## src/hdl/dma_status_pkg.sv

```systemverilog
// Register map and constants of the DMA controller status monitor
package dma_status_pkg;

    // ------------------------------------------------------------------
    // Register offsets (byte addresses)
    // ------------------------------------------------------------------
    localparam logic [7:0] OFF_COLLISION = 8'h00;
    localparam logic [7:0] OFF_ACTIVITY  = 8'h04;
    localparam logic [7:0] OFF_LAST_ADDR = 8'h08;
    localparam logic [7:0] OFF_IRQ_STAT  = 8'h0C;
    localparam logic [7:0] OFF_IRQ_EN    = 8'h10;
    localparam logic [7:0] OFF_IRQ_CLR   = 8'h14;
    localparam logic [7:0] OFF_PP_MODE   = 8'h18;

    // ------------------------------------------------------------------
    // Fields and reset values
    // ------------------------------------------------------------------
    localparam int         NUM_CH          = 8;
    localparam int         PWCOL_LSB       = 8;
    localparam int         XWCOL_LSB       = 0;
    localparam int         LAST_CH_LSB     = 8;
    localparam int         PPSEL_LSB       = 0;
    localparam logic [3:0] LAST_CH_NONE    = 4'hF;
    localparam logic [15:0] COLL_RESET     = 16'h0000;
    localparam logic [7:0] PPSEL_RESET     = 8'h00;
    localparam logic [15:0] ADDR_RESET     = 16'h0000;
    localparam logic [2:0] IRQ_RESET       = 3'h0;
    // Interrupt status bits
    localparam int         IRQ_PWCOL       = 0;
    localparam int         IRQ_XWCOL       = 1;
    localparam int         IRQ_XFER        = 2;
    // Ping-pong mode per channel: 2 bits, bit1 ping-pong on, bit0 one-shot
    localparam logic [1:0] PP_OFF_CONT     = 2'h0;
    localparam logic [1:0] PP_OFF_ONESHOT  = 2'h1;
    localparam logic [1:0] PP_ON_CONT      = 2'h2;
    localparam logic [1:0] PP_ON_ONESHOT   = 2'h3;
    localparam logic [15:0] PP_MODE_RESET  = 16'h0000;

    // ------------------------------------------------------------------
    // AHB-Lite encodings
    // ------------------------------------------------------------------
    localparam logic [1:0] HTRANS_NONSEQ   = 2'h2;
    localparam logic [1:0] HTRANS_SEQ      = 2'h3;
    localparam logic [2:0] HSIZE_WORD      = 3'h2;

endpackage

```

## src/hdl/dma_status_monitor.sv

```systemverilog
// Shared status registers of an eight-channel DMA controller
`timescale 1ns/1ps
`default_nettype none

module dma_status_monitor
    import dma_status_pkg::*;
(
    // Clock and reset
    input  wire logic        SYS_CLK_I,
    input  wire logic        RSTN_I,
    // AHB-Lite slave
    input  wire logic        HSEL_I,
    input  wire logic [7:0]  HADDR_I,
    input  wire logic [1:0]  HTRANS_I,
    input  wire logic        HWRITE_I,
    input  wire logic [2:0]  HSIZE_I,
    input  wire logic        HREADY_I,
    input  wire logic [31:0] HWDATA_I,
    output logic      [31:0] HRDATA_O,
    output logic             HREADYOUT_O,
    output logic             HRESP_O,
    // Channel events from the transfer engines
    input  wire logic [7:0]  PERIPH_COLLIDE_I,
    input  wire logic [7:0]  RAM_COLLIDE_I,
    input  wire logic [7:0]  XFER_DONE_I,
    input  wire logic [7:0]  BLOCK_DONE_I,
    input  wire logic [7:0]  CH_ENABLE_I,
    input  wire logic        RAM_ACCESS_I,
    input  wire logic [15:0] RAM_ADDR_I,
    // Status toward the engines and the CPU
    output logic      [7:0]  BUF_SELECT_O,
    output logic      [7:0]  PP_HALT_O,
    output logic             IRQ_O
);

    // ------------------------------------------------------------------
    // Bus decode
    // ------------------------------------------------------------------
    logic        wr_pend_r;
    logic        rd_pend_r;
    logic [7:0]  addr_r;
    logic [15:0] coll_r;
    logic [3:0]  last_ch_r;
    logic [7:0]  ppsel_r;
    logic [15:0] ram_addr_r;
    logic [2:0]  irq_stat_r;
    logic [2:0]  irq_en_r;
    logic [15:0] pp_mode_r;
    logic [7:0]  pp_done_r;
    logic        irq_r;

    wire addr_ph = HSEL_I && HREADY_I && HTRANS_I[1];
    wire wr_coll = wr_pend_r && addr_r == OFF_COLLISION;
    wire wr_en   = wr_pend_r && addr_r == OFF_IRQ_EN;
    wire wr_clr  = wr_pend_r && addr_r == OFF_IRQ_CLR;
    wire wr_mode = wr_pend_r && addr_r == OFF_PP_MODE;

    // ------------------------------------------------------------------
    // Collision flags
    // ------------------------------------------------------------------
    // write zero clears
    wire [15:0] coll_keep = wr_coll ? HWDATA_I[15:0] : 16'hFFFF;
    wire [15:0] coll_set  = {PERIPH_COLLIDE_I, RAM_COLLIDE_I};
    wire [15:0] coll_nxt  = (coll_r & coll_keep) | coll_set;

    // ------------------------------------------------------------------
    // Last channel: lowest completing channel is reported
    // ------------------------------------------------------------------
    logic [3:0] done_ch;
    always_comb begin
        done_ch = last_ch_r;
        for (int i = NUM_CH - 1; i >= 0; i--) begin
            if (XFER_DONE_I[i]) begin
                done_ch = 4'(i);
            end
        end
    end

    // ------------------------------------------------------------------
    // Ping-pong buffer selection
    // ------------------------------------------------------------------
    logic [7:0] ppsel_nxt;
    logic [7:0] pp_done_nxt;
    always_comb begin
        ppsel_nxt   = ppsel_r;
        pp_done_nxt = pp_done_r;
        for (int i = 0; i < NUM_CH; i++) begin
            // Disabling a channel clears the halt of its one-shot pair
            if (!CH_ENABLE_I[i]) begin
                pp_done_nxt[i] = 1'b0;
            end
            if (BLOCK_DONE_I[i] && pp_mode_r[2*i+1] && !pp_done_r[i]) begin
                ppsel_nxt[i] = ~ppsel_r[i];
                if (pp_mode_r[2*i] && ppsel_r[i]) begin
                    pp_done_nxt[i] = 1'b1;
                end
            end
            if (!pp_mode_r[2*i+1]) begin
                ppsel_nxt[i] = 1'b0;
            end
        end
    end

    // ------------------------------------------------------------------
    // Interrupt status
    // ------------------------------------------------------------------
    wire [2:0] irq_ev  = {|XFER_DONE_I, |RAM_COLLIDE_I, |PERIPH_COLLIDE_I};
    wire [2:0] irq_clr = wr_clr ? HWDATA_I[2:0] : 3'h0;
    wire [2:0] irq_nxt = (irq_stat_r & ~irq_clr) | irq_ev;

    // ------------------------------------------------------------------
    // Read mux
    // ------------------------------------------------------------------
    // Read data is registered at the address phase so it stands in the
    // data phase straight from a flip-flop.
    wire [7:0]   rd_addr = {HADDR_I[7:2], 2'b00};
    logic [31:0] rdata_ahead;
    always_comb begin
        unique case (rd_addr)
            OFF_COLLISION: rdata_ahead = {16'h0000, coll_r};
            OFF_ACTIVITY:  rdata_ahead = {20'h00000, last_ch_r, ppsel_r};
            OFF_LAST_ADDR: rdata_ahead = {16'h0000, ram_addr_r};
            OFF_IRQ_STAT:  rdata_ahead = {29'h00000000, irq_stat_r};
            OFF_IRQ_EN:    rdata_ahead = {29'h00000000, irq_en_r};
            OFF_PP_MODE:   rdata_ahead = {16'h0000, pp_mode_r};
            default:       rdata_ahead = 32'h00000000;
        endcase
    end

    // ------------------------------------------------------------------
    // Registers
    // ------------------------------------------------------------------
    always_ff @(posedge SYS_CLK_I or negedge RSTN_I) begin
        if (!RSTN_I) begin
            wr_pend_r <= 1'b0;
            rd_pend_r <= 1'b0;
            addr_r    <= 8'h00;
            HRDATA_O  <= 32'h00000000;
        end else begin
            wr_pend_r <= addr_ph && HWRITE_I;
            rd_pend_r <= addr_ph && !HWRITE_I;
            if (addr_ph) begin
                addr_r <= {HADDR_I[7:2], 2'b00};
            end
            HRDATA_O  <= rd_pend_r ? 32'h00000000 : HRDATA_O;
            if (addr_ph && !HWRITE_I) begin
                HRDATA_O <= rdata_ahead;
            end
        end
    end

    always_ff @(posedge SYS_CLK_I or negedge RSTN_I) begin
        if (!RSTN_I) begin
            coll_r     <= COLL_RESET;
            last_ch_r  <= LAST_CH_NONE;
            ppsel_r    <= PPSEL_RESET;
            pp_done_r  <= PPSEL_RESET;
            ram_addr_r <= ADDR_RESET;
            irq_stat_r <= IRQ_RESET;
            irq_en_r   <= IRQ_RESET;
            pp_mode_r  <= PP_MODE_RESET;
            irq_r      <= 1'b0;
        end else begin
            coll_r     <= coll_nxt;
            last_ch_r  <= done_ch;
            ppsel_r    <= ppsel_nxt;
            pp_done_r  <= pp_done_nxt;
            if (RAM_ACCESS_I) begin
                ram_addr_r <= RAM_ADDR_I;
            end
            irq_stat_r <= irq_nxt;
            if (wr_en) begin
                irq_en_r <= HWDATA_I[2:0];
            end
            if (wr_mode) begin
                pp_mode_r <= HWDATA_I[15:0];
            end
            irq_r      <= |(irq_nxt & (wr_en ? HWDATA_I[2:0] : irq_en_r));
        end
    end

    assign HREADYOUT_O  = 1'b1;
    assign HRESP_O      = 1'b0;
    assign BUF_SELECT_O = ppsel_r;
    assign PP_HALT_O    = pp_done_r;
    assign IRQ_O        = irq_r;

    // ------------------------------------------------------------------
    // Assertions
    // ------------------------------------------------------------------
    property p_pwcol_set;
        @(posedge SYS_CLK_I) disable iff (!RSTN_I)
        PERIPH_COLLIDE_I[0] |=> coll_r[PWCOL_LSB];
    endproperty
    a_pwcol_set: assert property (p_pwcol_set)
        else $error("peripheral collision flag not set");

    property p_xwcol_set;
        @(posedge SYS_CLK_I) disable iff (!RSTN_I)
        RAM_COLLIDE_I[7] |=> coll_r[XWCOL_LSB + 7];
    endproperty
    a_xwcol_set: assert property (p_xwcol_set)
        else $error("RAM collision flag not set");

    property p_coll_sticky;
        @(posedge SYS_CLK_I) disable iff (!RSTN_I)
        (coll_r[3] && !wr_coll) |=> coll_r[3];
    endproperty
    a_coll_sticky: assert property (p_coll_sticky)
        else $error("collision flag lost without a clear");

    property p_last_range;
        @(posedge SYS_CLK_I) disable iff (!RSTN_I)
        last_ch_r[3] |-> last_ch_r == LAST_CH_NONE;
    endproperty
    a_last_range: assert property (p_last_range)
        else $error("reserved last-channel code");

    property p_last_load;
        @(posedge SYS_CLK_I) disable iff (!RSTN_I)
        (XFER_DONE_I == 8'h20) |=> last_ch_r == 4'h5;
    endproperty
    a_last_load: assert property (p_last_load)
        else $error("last channel not loaded");

    property p_pp_toggle;
        @(posedge SYS_CLK_I) disable iff (!RSTN_I)
        (BLOCK_DONE_I[2] && pp_mode_r[5] && !pp_done_r[2] && !wr_mode)
            |=> ppsel_r[2] != $past(ppsel_r[2]);
    endproperty
    a_pp_toggle: assert property (p_pp_toggle)
        else $error("buffer select did not alternate");

    property p_pp_primary;
        @(posedge SYS_CLK_I) disable iff (!RSTN_I)
        !pp_mode_r[1] |=> !ppsel_r[0] || pp_mode_r[1];
    endproperty
    a_pp_primary: assert property (p_pp_primary)
        else $error("buffer select set without ping-pong");

    property p_addr_cap;
        @(posedge SYS_CLK_I) disable iff (!RSTN_I)
        RAM_ACCESS_I |=> ram_addr_r == $past(RAM_ADDR_I);
    endproperty
    a_addr_cap: assert property (p_addr_cap)
        else $error("RAM address not captured");

    property p_act_upper;
        @(posedge SYS_CLK_I) disable iff (!RSTN_I)
        (addr_ph && !HWRITE_I && HADDR_I == OFF_ACTIVITY)
            |=> HRDATA_O[31:12] == 20'h00000;
    endproperty
    a_act_upper: assert property (p_act_upper)
        else $error("unimplemented bits read nonzero");

    property p_last_none_hold;
        @(posedge SYS_CLK_I) disable iff (!RSTN_I)
        (last_ch_r == LAST_CH_NONE && XFER_DONE_I == 8'h00)
            |=> last_ch_r == LAST_CH_NONE;
    endproperty
    a_last_none_hold: assert property (p_last_none_hold)
        else $error("idle last-channel code lost without a transfer");

    property p_set_wins;
        @(posedge SYS_CLK_I) disable iff (!RSTN_I)
        (wr_coll && RAM_COLLIDE_I[0]) |=> coll_r[XWCOL_LSB];
    endproperty
    a_set_wins: assert property (p_set_wins)
        else $error("clear beat a simultaneous collision");

    property p_wr_clear;
        @(posedge SYS_CLK_I) disable iff (!RSTN_I)
        (wr_coll && !HWDATA_I[XWCOL_LSB] && !RAM_COLLIDE_I[0])
            |=> !coll_r[XWCOL_LSB];
    endproperty
    a_wr_clear: assert property (p_wr_clear)
        else $error("writing zero did not clear the flag");

    property p_pp_halt_hold;
        @(posedge SYS_CLK_I) disable iff (!RSTN_I)
        (pp_done_r[1] && pp_mode_r[3]) |=> ppsel_r[1] == $past(ppsel_r[1]);
    endproperty
    a_pp_halt_hold: assert property (p_pp_halt_hold)
        else $error("halted one-shot channel changed buffer");

endmodule

`default_nettype wire

```

## config.mk

```make
export PLATFORM = sky130hd
export DESIGN_NAME = dma_status_monitor
export DESIGN_NICKNAME = d
export VERILOG_FILES = /design/src/hdl/dma_status_pkg.sv /design/src/hdl/dma_status_monitor.sv
export SDC_FILE = /design/constraint.sdc
export NUM_CORES = 1
export LEC_CHECK = 0
export ABC_AREA = 1
export BUFFER_PORTS_ARGS = -buffer_cell sky130_fd_sc_hd__buf_2
export CAP_MARGIN = 20
export CORE_ASPECT_RATIO = 0.7
export CORE_UTILIZATION = 55
export DETAILED_ROUTE_END_ITERATION = 10
export MAX_ROUTING_LAYER = met4
export PLACE_DENSITY_LB_ADDON = 0.1
export SYNTH_ARGS = -nofsm -noshare
export SYNTH_HDL_FRONTEND = slang
export SYNTH_SLANG_ARGS = --single-unit
```

## constraint.sdc

```tcl
create_clock -name SYS_CLK_I -period 4.3 [get_ports SYS_CLK_I]
set_clock_uncertainty 0.05 [all_clocks]
set_input_delay 0.86 -clock SYS_CLK_I [delete_from_list [all_inputs] [get_ports SYS_CLK_I]]
set_output_delay 0.86 -clock SYS_CLK_I [all_outputs]
set_load 0.1 [all_outputs]
```

; Word level (Yosys, flattened, before mapping)
; Cells that the tools add are included.
[op_classes]
eq_ne = 16
muxes = 54
bitwise_logic = 14
n_reduce_logical = 49
[op_table]
columns = op, count
row1 = 16-bit case mux with 6 select lines, 1
row2 = 32-bit 2-to-1 mux, 2
row3 = 1-bit 2-to-1 mux, 40
row4 = 1-bit logical AND, 32
row5 = 4-bit 2-to-1 mux, 8
row6 = "6-bit by 3-bit == test with 1-bit output, second input constant", 5
row7 = 8-bit OR reduction, 3
row8 = 16-bit AND, 1
row9 = 8-bit logical NOT, 2
row10 = 16-bit 2-to-1 mux, 1
row11 = "2-bit by 1-bit inequality test with 1-bit output, second input constant", 8
row12 = 16-bit OR, 1
row13 = "6-bit by 2-bit == test with 1-bit output, second input constant", 2
row14 = 1-bit logical NOT, 9
row15 = 1-bit inverter, 8
row16 = 8-bit nonzero test, 1
row17 = 3-bit AND, 2
row18 = "6-bit by 1-bit == test with 1-bit output, second input constant", 1
row19 = 3-bit 2-to-1 mux, 2
row20 = 3-bit inverter, 1
row21 = 3-bit OR, 1
row22 = 3-bit OR reduction, 1
row23 = 2-bit nonzero test, 1
[word_totals]
regBits = 115
word_cells = 153

; Longest topological paths before layout
; Gate-level depths: netlist (run 1).
[depth]
depth_word = 8
depth_mapped = 10
depth_no_buf = 9

; Worst setup path before layout (run 1)
; OpenSTA, ideal clock, no wires.
[synth_path]
path_kind = reg2out
start = register ppsel_r[7], in the netlist BUF_SELECT_O[7]
end = output port BUF_SELECT_O[7]
t_arrival_ps = 938
t_required_ps = 3390
slack_ps = 2452
path_stages_with_launch = 1
path_buffers = 0
path_cell_list = dfrtp_1
[synth_lines]
columns = item, line_no
row1 = start: declaration, dma_status_monitor.sv:44  ; logic [7:0] ppsel_r;
row2 = start signal: assignment, dma_status_monitor.sv:166  ; ppsel_r <= ppsel_nxt;
row3 = end: declaration, dma_status_monitor.sv:31  ; output logic [7:0] BUF_SELECT_O,
; No word-level cell between the ends.

; Worst setup path in the final report (run 1)
[layout_path]
start = input port HSEL_I
end = register HRDATA_O[3]
[layout_between]
elab_chain_len = 4
word_cells_on_any_way = 5
[layout_lines]
columns = item, line_no
row1 = start: declaration, dma_status_monitor.sv:12  ; input wire logic HSEL_I,
row2 = 1-bit logical AND (*) (2 in series), dma_status_monitor.sv:52  ; wire addr_ph = HSEL_I && HREADY_I && HTRANS_I[1];
row3 = 1-bit logical AND (*), dma_status_monitor.sv:146  ; if (addr_ph && !HWRITE_I) begin
row4 = 32-bit 2-to-1 mux or 2-bit nonzero test (tied branches), -
row5 = end signal: assignment, dma_status_monitor.sv:145  ; HRDATA_O <= rd_pend_r ? 32'h00000000 : HRDATA_O;
row6 = end signal: assignment, dma_status_monitor.sv:147  ; HRDATA_O <= rdata_ahead;
row7 = end: declaration, dma_status_monitor.sv:19  ; output logic [31:0] HRDATA_O,
; Every way passes the cells marked *; elsewhere a longest branch is shown, timed or not.
; A chain may end at the register's enable or synchronous reset.

==> results of run 1 <==
routing by layer:
metal  routed length, µm  track usage [%]  vias up  share of wire [%]
li1                    -                -     2064                  -
met1                5560             37.6     1919                 48
met2                5110             44.2      155                 44
met3                 740             5.43       20                6.4
met4                 204             9.47        0                1.8
met5                   0                -        -                  0
worst max-delay path: cells and delay by family:
| family | cells | cell delay [ns] |
|---|---|---|
| simple gates | 5 | 1.27 |
| buf+inv | 2 | 0.31 |
sequential cells by signal, indices dropped and copies added, names as in the netlist, 3 cells and up:
name,flops
coll_r,16
ram_addr_r,16
irq_en_r,3
last_ch_r,4
addr_r,6
PP_HALT_O,8
BUF_SELECT_O,8
irq_stat_r,3
HRDATA_O,16
pp_mode_r,16
layout by cell type, fill, tap and decap left out, types with 2 or more instances in the layout:
cell type / Yosys / final
clkbuf_8: 0 / 2
conb_1: 2 / 18
nand2_1: 148 / 148
nand4_1: 15 / 15
o31ai_1: 6 / 6
inv_2: 5 / 5
clkbuf_1: 4 / 2
buf_4: 20 / 4
dfstp_2: 4 / 4
o21ai_0: 42 / 42
nor2_2: 6 / 6
nand2_2: 4 / 4
nor3_1: 2 / 2
dfrtp_1: 95 / 95
nor2_1: 97 / 97
o211ai_1: 3 / 3
buf_2: 6 / 116
o21ai_1: 11 / 11
mux2_1: 3 / 3
inv_1: 85 / 85
nand3_1: 15 / 15
a21oi_1: 13 / 13
mux2_2: 7 / 7
nor2_4: 4 / 4
clkbuf_16: 0 / 9
report_power, final:
group / leakage [µW] / switching, µW / total (µW) / internal (µW)
combinational: 0.00191 / 341 / 429 / 87.7
sequential: 0.00115 / 35.0 / 1030 / 991
clock: 0.000146 / 327 / 806 / 479
per-stage QoR:
stage / instance area (µm²) / utilization, %
after detailed placement: 5400 / 64.0
final: 5700 / 67.5
after global routing: 5700 / 67.5
after CTS: 5700 / 67.5
after global placement: 5400 / 64.0
after floorplan: 4860 / -
logic make-up (layout without fill, tap and decap cells):
kind of cell,after synthesis,count (layout),synth area share [%]
AOI/OAI and AO/OA,76,76,8.44
other,2,18,0.156
and+or+nand+nor,294,294,25.8
DFF,99,99,51.7
muxes,10,10,2.35
buffers and inverters,122,225,11.6
final cells by class:
class	count	area [µm²]	share of cell area, %
Multi-Input combinational cell	398	1820	32.0
Tap cell	120	150	2.63
Clock buffer	13	260	4.57
Sequential cell	99	2480	43.6
Clock inverter	2	35.0	0.615
Timing Repair Buffer	120	611	10.7
Inverter	90	338	5.93
how the worst max path moves through the flow:
stage,depth (start not counted),end,slack [ns],start
2_1_floorplan,0,BUF_SELECT_O[7],2.45,BUF_SELECT_O[7]
3_3_place_gp,7,HRDATA_O[12],1.77,HSEL_I
3_5_place_dp,7,HRDATA_O[7],1.73,HSEL_I
4_1_cts,7,HRDATA_O[6],2.08,HSEL_I
5_1_grt,7,HRDATA_O[15],1.87,HSEL_I
6_report,7,HRDATA_O[3],2.07,HSEL_I
==> results.tsv, run 1 <==
metric	value	unit
status	finished clean	
Leakage	0.00321	µW
slew at the pin with the worst max-slew slack	1.10	ns
Final Hold Fails	0	
Worst path slowest cell	nor2_2	
setup ws final	2.07	ns
CP max FO	18	
Remaining DRCs	0	
ys flop type	dfrtp_1	
I/O pin count	158	
CTS resizes	0	
critical path arrival	2.46	ns
crit path cell chain	buf_2, nand3_1, nor2_2, buf_4, nor2_2, nand2_1, nand2_1	
yosys warns	0	
final worst-path cycle share	51.9	%
Initial Util	56.9	%
Setup TNS Final	0	ns
FFs w/ async S/R, synth	100	%
post-synth top area cell	dfrtp_1	
Post-DP HPWL	8.48	mm
root buffer cell	clkbuf_16	
largest net degree at the start of global routing	49	
hold_ws	0.356	ns
final wirelength	11.6	mm
Die X	114	µm
CP max stage delay	0.61	ns
top-count cell post-synth	nand2_1	
RePlAce Congestion	0.878	
input/output buffers	117	
Cells after Synth	603	
hold buffers post-CTS	0	
Final Total Pwr	2260	µW
R2R depth	5	
First-pass DRT Iterations	5	
Slew Limit Fails	0	
Vias	4158	
Final setup viols	0	
H-tree Lvls	3	
Area contributors post-synth	dfrtp_1 50%, nand2_1 12%, nor2_1 7.6%	
clk sink count	99	
register area share after synthesis	51.7	%
synthesized area per cell	7.96	µm²
Vias/cell	4.94	
die area	9110	µm²
Post-CTS Setup Inserts	0	
HP Class	in2async	
reg-to-reg slack, setup	2.17	ns
fillers	735	
number of library cell types mapped by synthesis	28	
Layout Cells excl Fill	842	
Die Ht	80.2	µm
Max rail drop VDD	0.252	mV
Post-synth EDFFs	0	
DR WL/cell	13.8	µm
Worst EP required	4.53	ns
initial antenna violation count	0	
Area growth syn-to-layout	18.7	%
pre-CTS setup slack	1.73	ns
grt ovf	0	
Cell Pwr Density	397	nW/µm²
crit path kind	in2reg	
first-pass GRT wire length	18.9	mm
top post-synthesis cells by count	148 x nand2_1, 97 x nor2_1, 95 x dfrtp_1	
MaxCap Viol Count	0	
CTS tree	built	
post-synth top area share	49.5	%
Max Buffers Root-to-Sink	2	
Final min period	2.23	ns
layout cell share with drive strength beyond 1	22.9	%
clock latency on the worst-skew pair	0.34	ns
CP endpoint kind	flip-flop	
Starting DRT DRC Count	277	
placed insts	827	
register clock-pin slew on the reported worst setup and hold paths	0.06	ns
FF-to-FF Start	addr_r[5]	
Final nets	825	
maximum clock rate	448	MHz
Worst Setup Start Kind	primary input	
FF-to-FF End	pp_mode_r[14]	
Routed Antenna Nets	0	
core area	8440	µm²
Yosys reg bits	99	
Antenna Cells	0	
Max-slew headroom	26.4	%
total global-route track usage	28.4	%
row cnt	28	
RSZ-0062 raised after global routing	false	
Mapped Area	4800	µm²
TritonCTS buffer count	9	
vias in the first global route	3945	
No activity file was read; power rests on OpenSTA's default activity.
==> run 2: changes to the inputs <==
Settings changed: CORE_UTILIZATION 55 to 46.
Clock period 4.3 ns to 1.9 ns, I/O delays scaled along.
==> run 2 against run 1 <==
Worst hold slack worse by 0.18 ns. Critical path depth is 6 lower. Via count is 0.51% higher. Core utilization is 8.9 points lower. Register-to-register slack worse by 1.9 ns. Die area is 19% higher. First-iteration DRC count is 6.5% lower. Final area is 2.0% higher. Sequential share of layout area is 0.84 points lower. Largest cell class unchanged. Global-route usage is 3.6 points lower. Cell count is 1.9% higher.
==> results.tsv, run 2 (same netlist as run 1, synthesis figures left out) <==
metric	value	unit
HP Class	in2reg	
Starting DRT DRC Count	259	
grt ovf	0	
Worst Setup Start Kind	flip-flop	
Post-CTS Setup Inserts	0	
CP delay by family, top	buffers and inverters	
Antenna Cells	0	
Vias	4179	
Max rail drop VDD	0.529	mV
Final Hold Fails	0	
RePlAce Congestion	0.849	
register clock-pin slew on the reported worst setup and hold paths	0.06	ns
final worst-path cycle share	88.4	%
Remaining DRCs	0	
vias in the first global route	3968	
Worst path slowest cell	buf_2	
Routed Antenna Nets	0	
CTS resizes	0	
layout cell share with drive strength beyond 1	23.7	%
First-pass DRT Iterations	5	
initial antenna violation count	0	
crit path kind	reg2out	
slew at the pin with the worst max-slew slack	0.827	ns
Die Ht	87.5	µm
Max Buffers Root-to-Sink	2	
Final Total Pwr	5160	µW
most frequent cells in the layout	148 x nand2_1, 116 x buf_2, 97 x nor2_1	
setup ws final	0.221	ns
Final nets	832	
clk sink count	99	
fillers	967	
hold_ws	0.176	ns
most common cell after layout, fill and taps aside	nand2_1	
Max-slew headroom	44.8	%
core area	9910	µm²
maximum clock rate	596	MHz
final core utilization	58.6	%
first-pass GRT wire length	19.2	mm
status	finished clean	
row cnt	30	
input/output buffers	117	
Die X	124	µm
TritonCTS buffer count	9	
H-tree Lvls	3	
final wirelength	12.0	mm
Bufs and invs on worst path	1	
total global-route track usage	24.8	%
Area growth syn-to-layout	21.1	%
Final setup viols	0	
Vias/cell	4.87	
largest net degree at the start of global routing	45	
Initial Util	48.4	%
Cell Pwr Density	887	nW/µm²
Leakage	0.00326	µW
CP max FO	5	
DR WL/cell	13.9	µm
crit path cell chain	buf_2	
Final min period	1.68	ns
Worst EP required	1.47	ns
I/O pin count	158	
die area	10900	µm²
Setup TNS Final	0	ns
clock latency on the worst-skew pair	0.35	ns
CP endpoint kind	output port	
Slew Limit Fails	0	
critical path arrival	1.25	ns
RSZ-0062 raised after global routing	false	
Post-DP HPWL	8.85	mm
CTS tree	built	
MaxCap Viol Count	0	
pre-CTS setup slack	0.218	ns
CP max stage delay	0.46	ns
root buffer cell	clkbuf_16	
-- run 2: cell types whose count changed in the layout (fill, tap and decap cells not counted), sizes merged --
cell / before / now
buf: 120 / 126
dlygate4sd3: 0 / 1
clkbuf: 13 / 12
clkinv: 1 / 3
-- run 2: per-stage QoR --
stage,instances,instance area [µm²]
floorplan,619,4860
global placement,841,5500
detailed placement,841,5500
CTS,858,5810
global route,858,5810
finish,858,5810
-- run 2: power breakdown --
group | switching, µW | total (µW) | internal, µW
registers | 74.4 | 2320 | 2240
logic | 769 | 979 | 210
clock network | 770 | 1860 | 1090
-- run 2: path summary, 6_finish.rpt --
kind	from	endpoint	slack [ns]	depth (start not counted)
setup reg to reg	addr_r[5]	pp_mode_r[8]	0.23	7
hold / removal	RAM_COLLIDE_I[1]	coll_r[1]	0.18	3
setup / recovery	BUF_SELECT_O[7]	BUF_SELECT_O[7]	0.22	1
min in group asynchronous	RSTN_I	HRDATA_O[1]	0.49	2
max in group asynchronous	RSTN_I	addr_r[3]	0.69	3
hold reg to reg	last_ch_r[3]	last_ch_r[3]	0.42	2
-- run 2: per-layer routing --
| metal | GRT usage [%] | vias up | routed length (µm) |
|---|---|---|---|
| met3 | 6.54 | 10 | 872 |
| met1 | 33.5 | 1943 | 5750 |
| met4 | 5.52 | 0 | 97 |
| met2 | 37.3 | 151 | 5250 |
| met5 | - | - | 0 |
| li1 | - | 2075 | - |
-- run 2: area by class of cell --
class,count,area (µm²),area share (%)
sequential,99,2480,42.7
multi-input combinational,398,1820,31.4
timing repair buffer,127,703,12.1
inverter,90,338,5.81
clock buffer,12,256,4.41
tap,128,160,2.76
clock inverter,4,48.8,0.840
-- run 2: worst min-delay path: cells and delay by family --
| family | cells | cell delay (ns) |
|---|---|---|
| AND/OR/NAND/NOR | 1 | 0.05 |
| buffers and inverters | 2 | 0.11 |
-- run 2: what timing repair did --
action | CTS | global route
setup endpoints to repair | 0 | 0
hold buffers | 1 | 0
hold endpoints to repair | 35 | 0
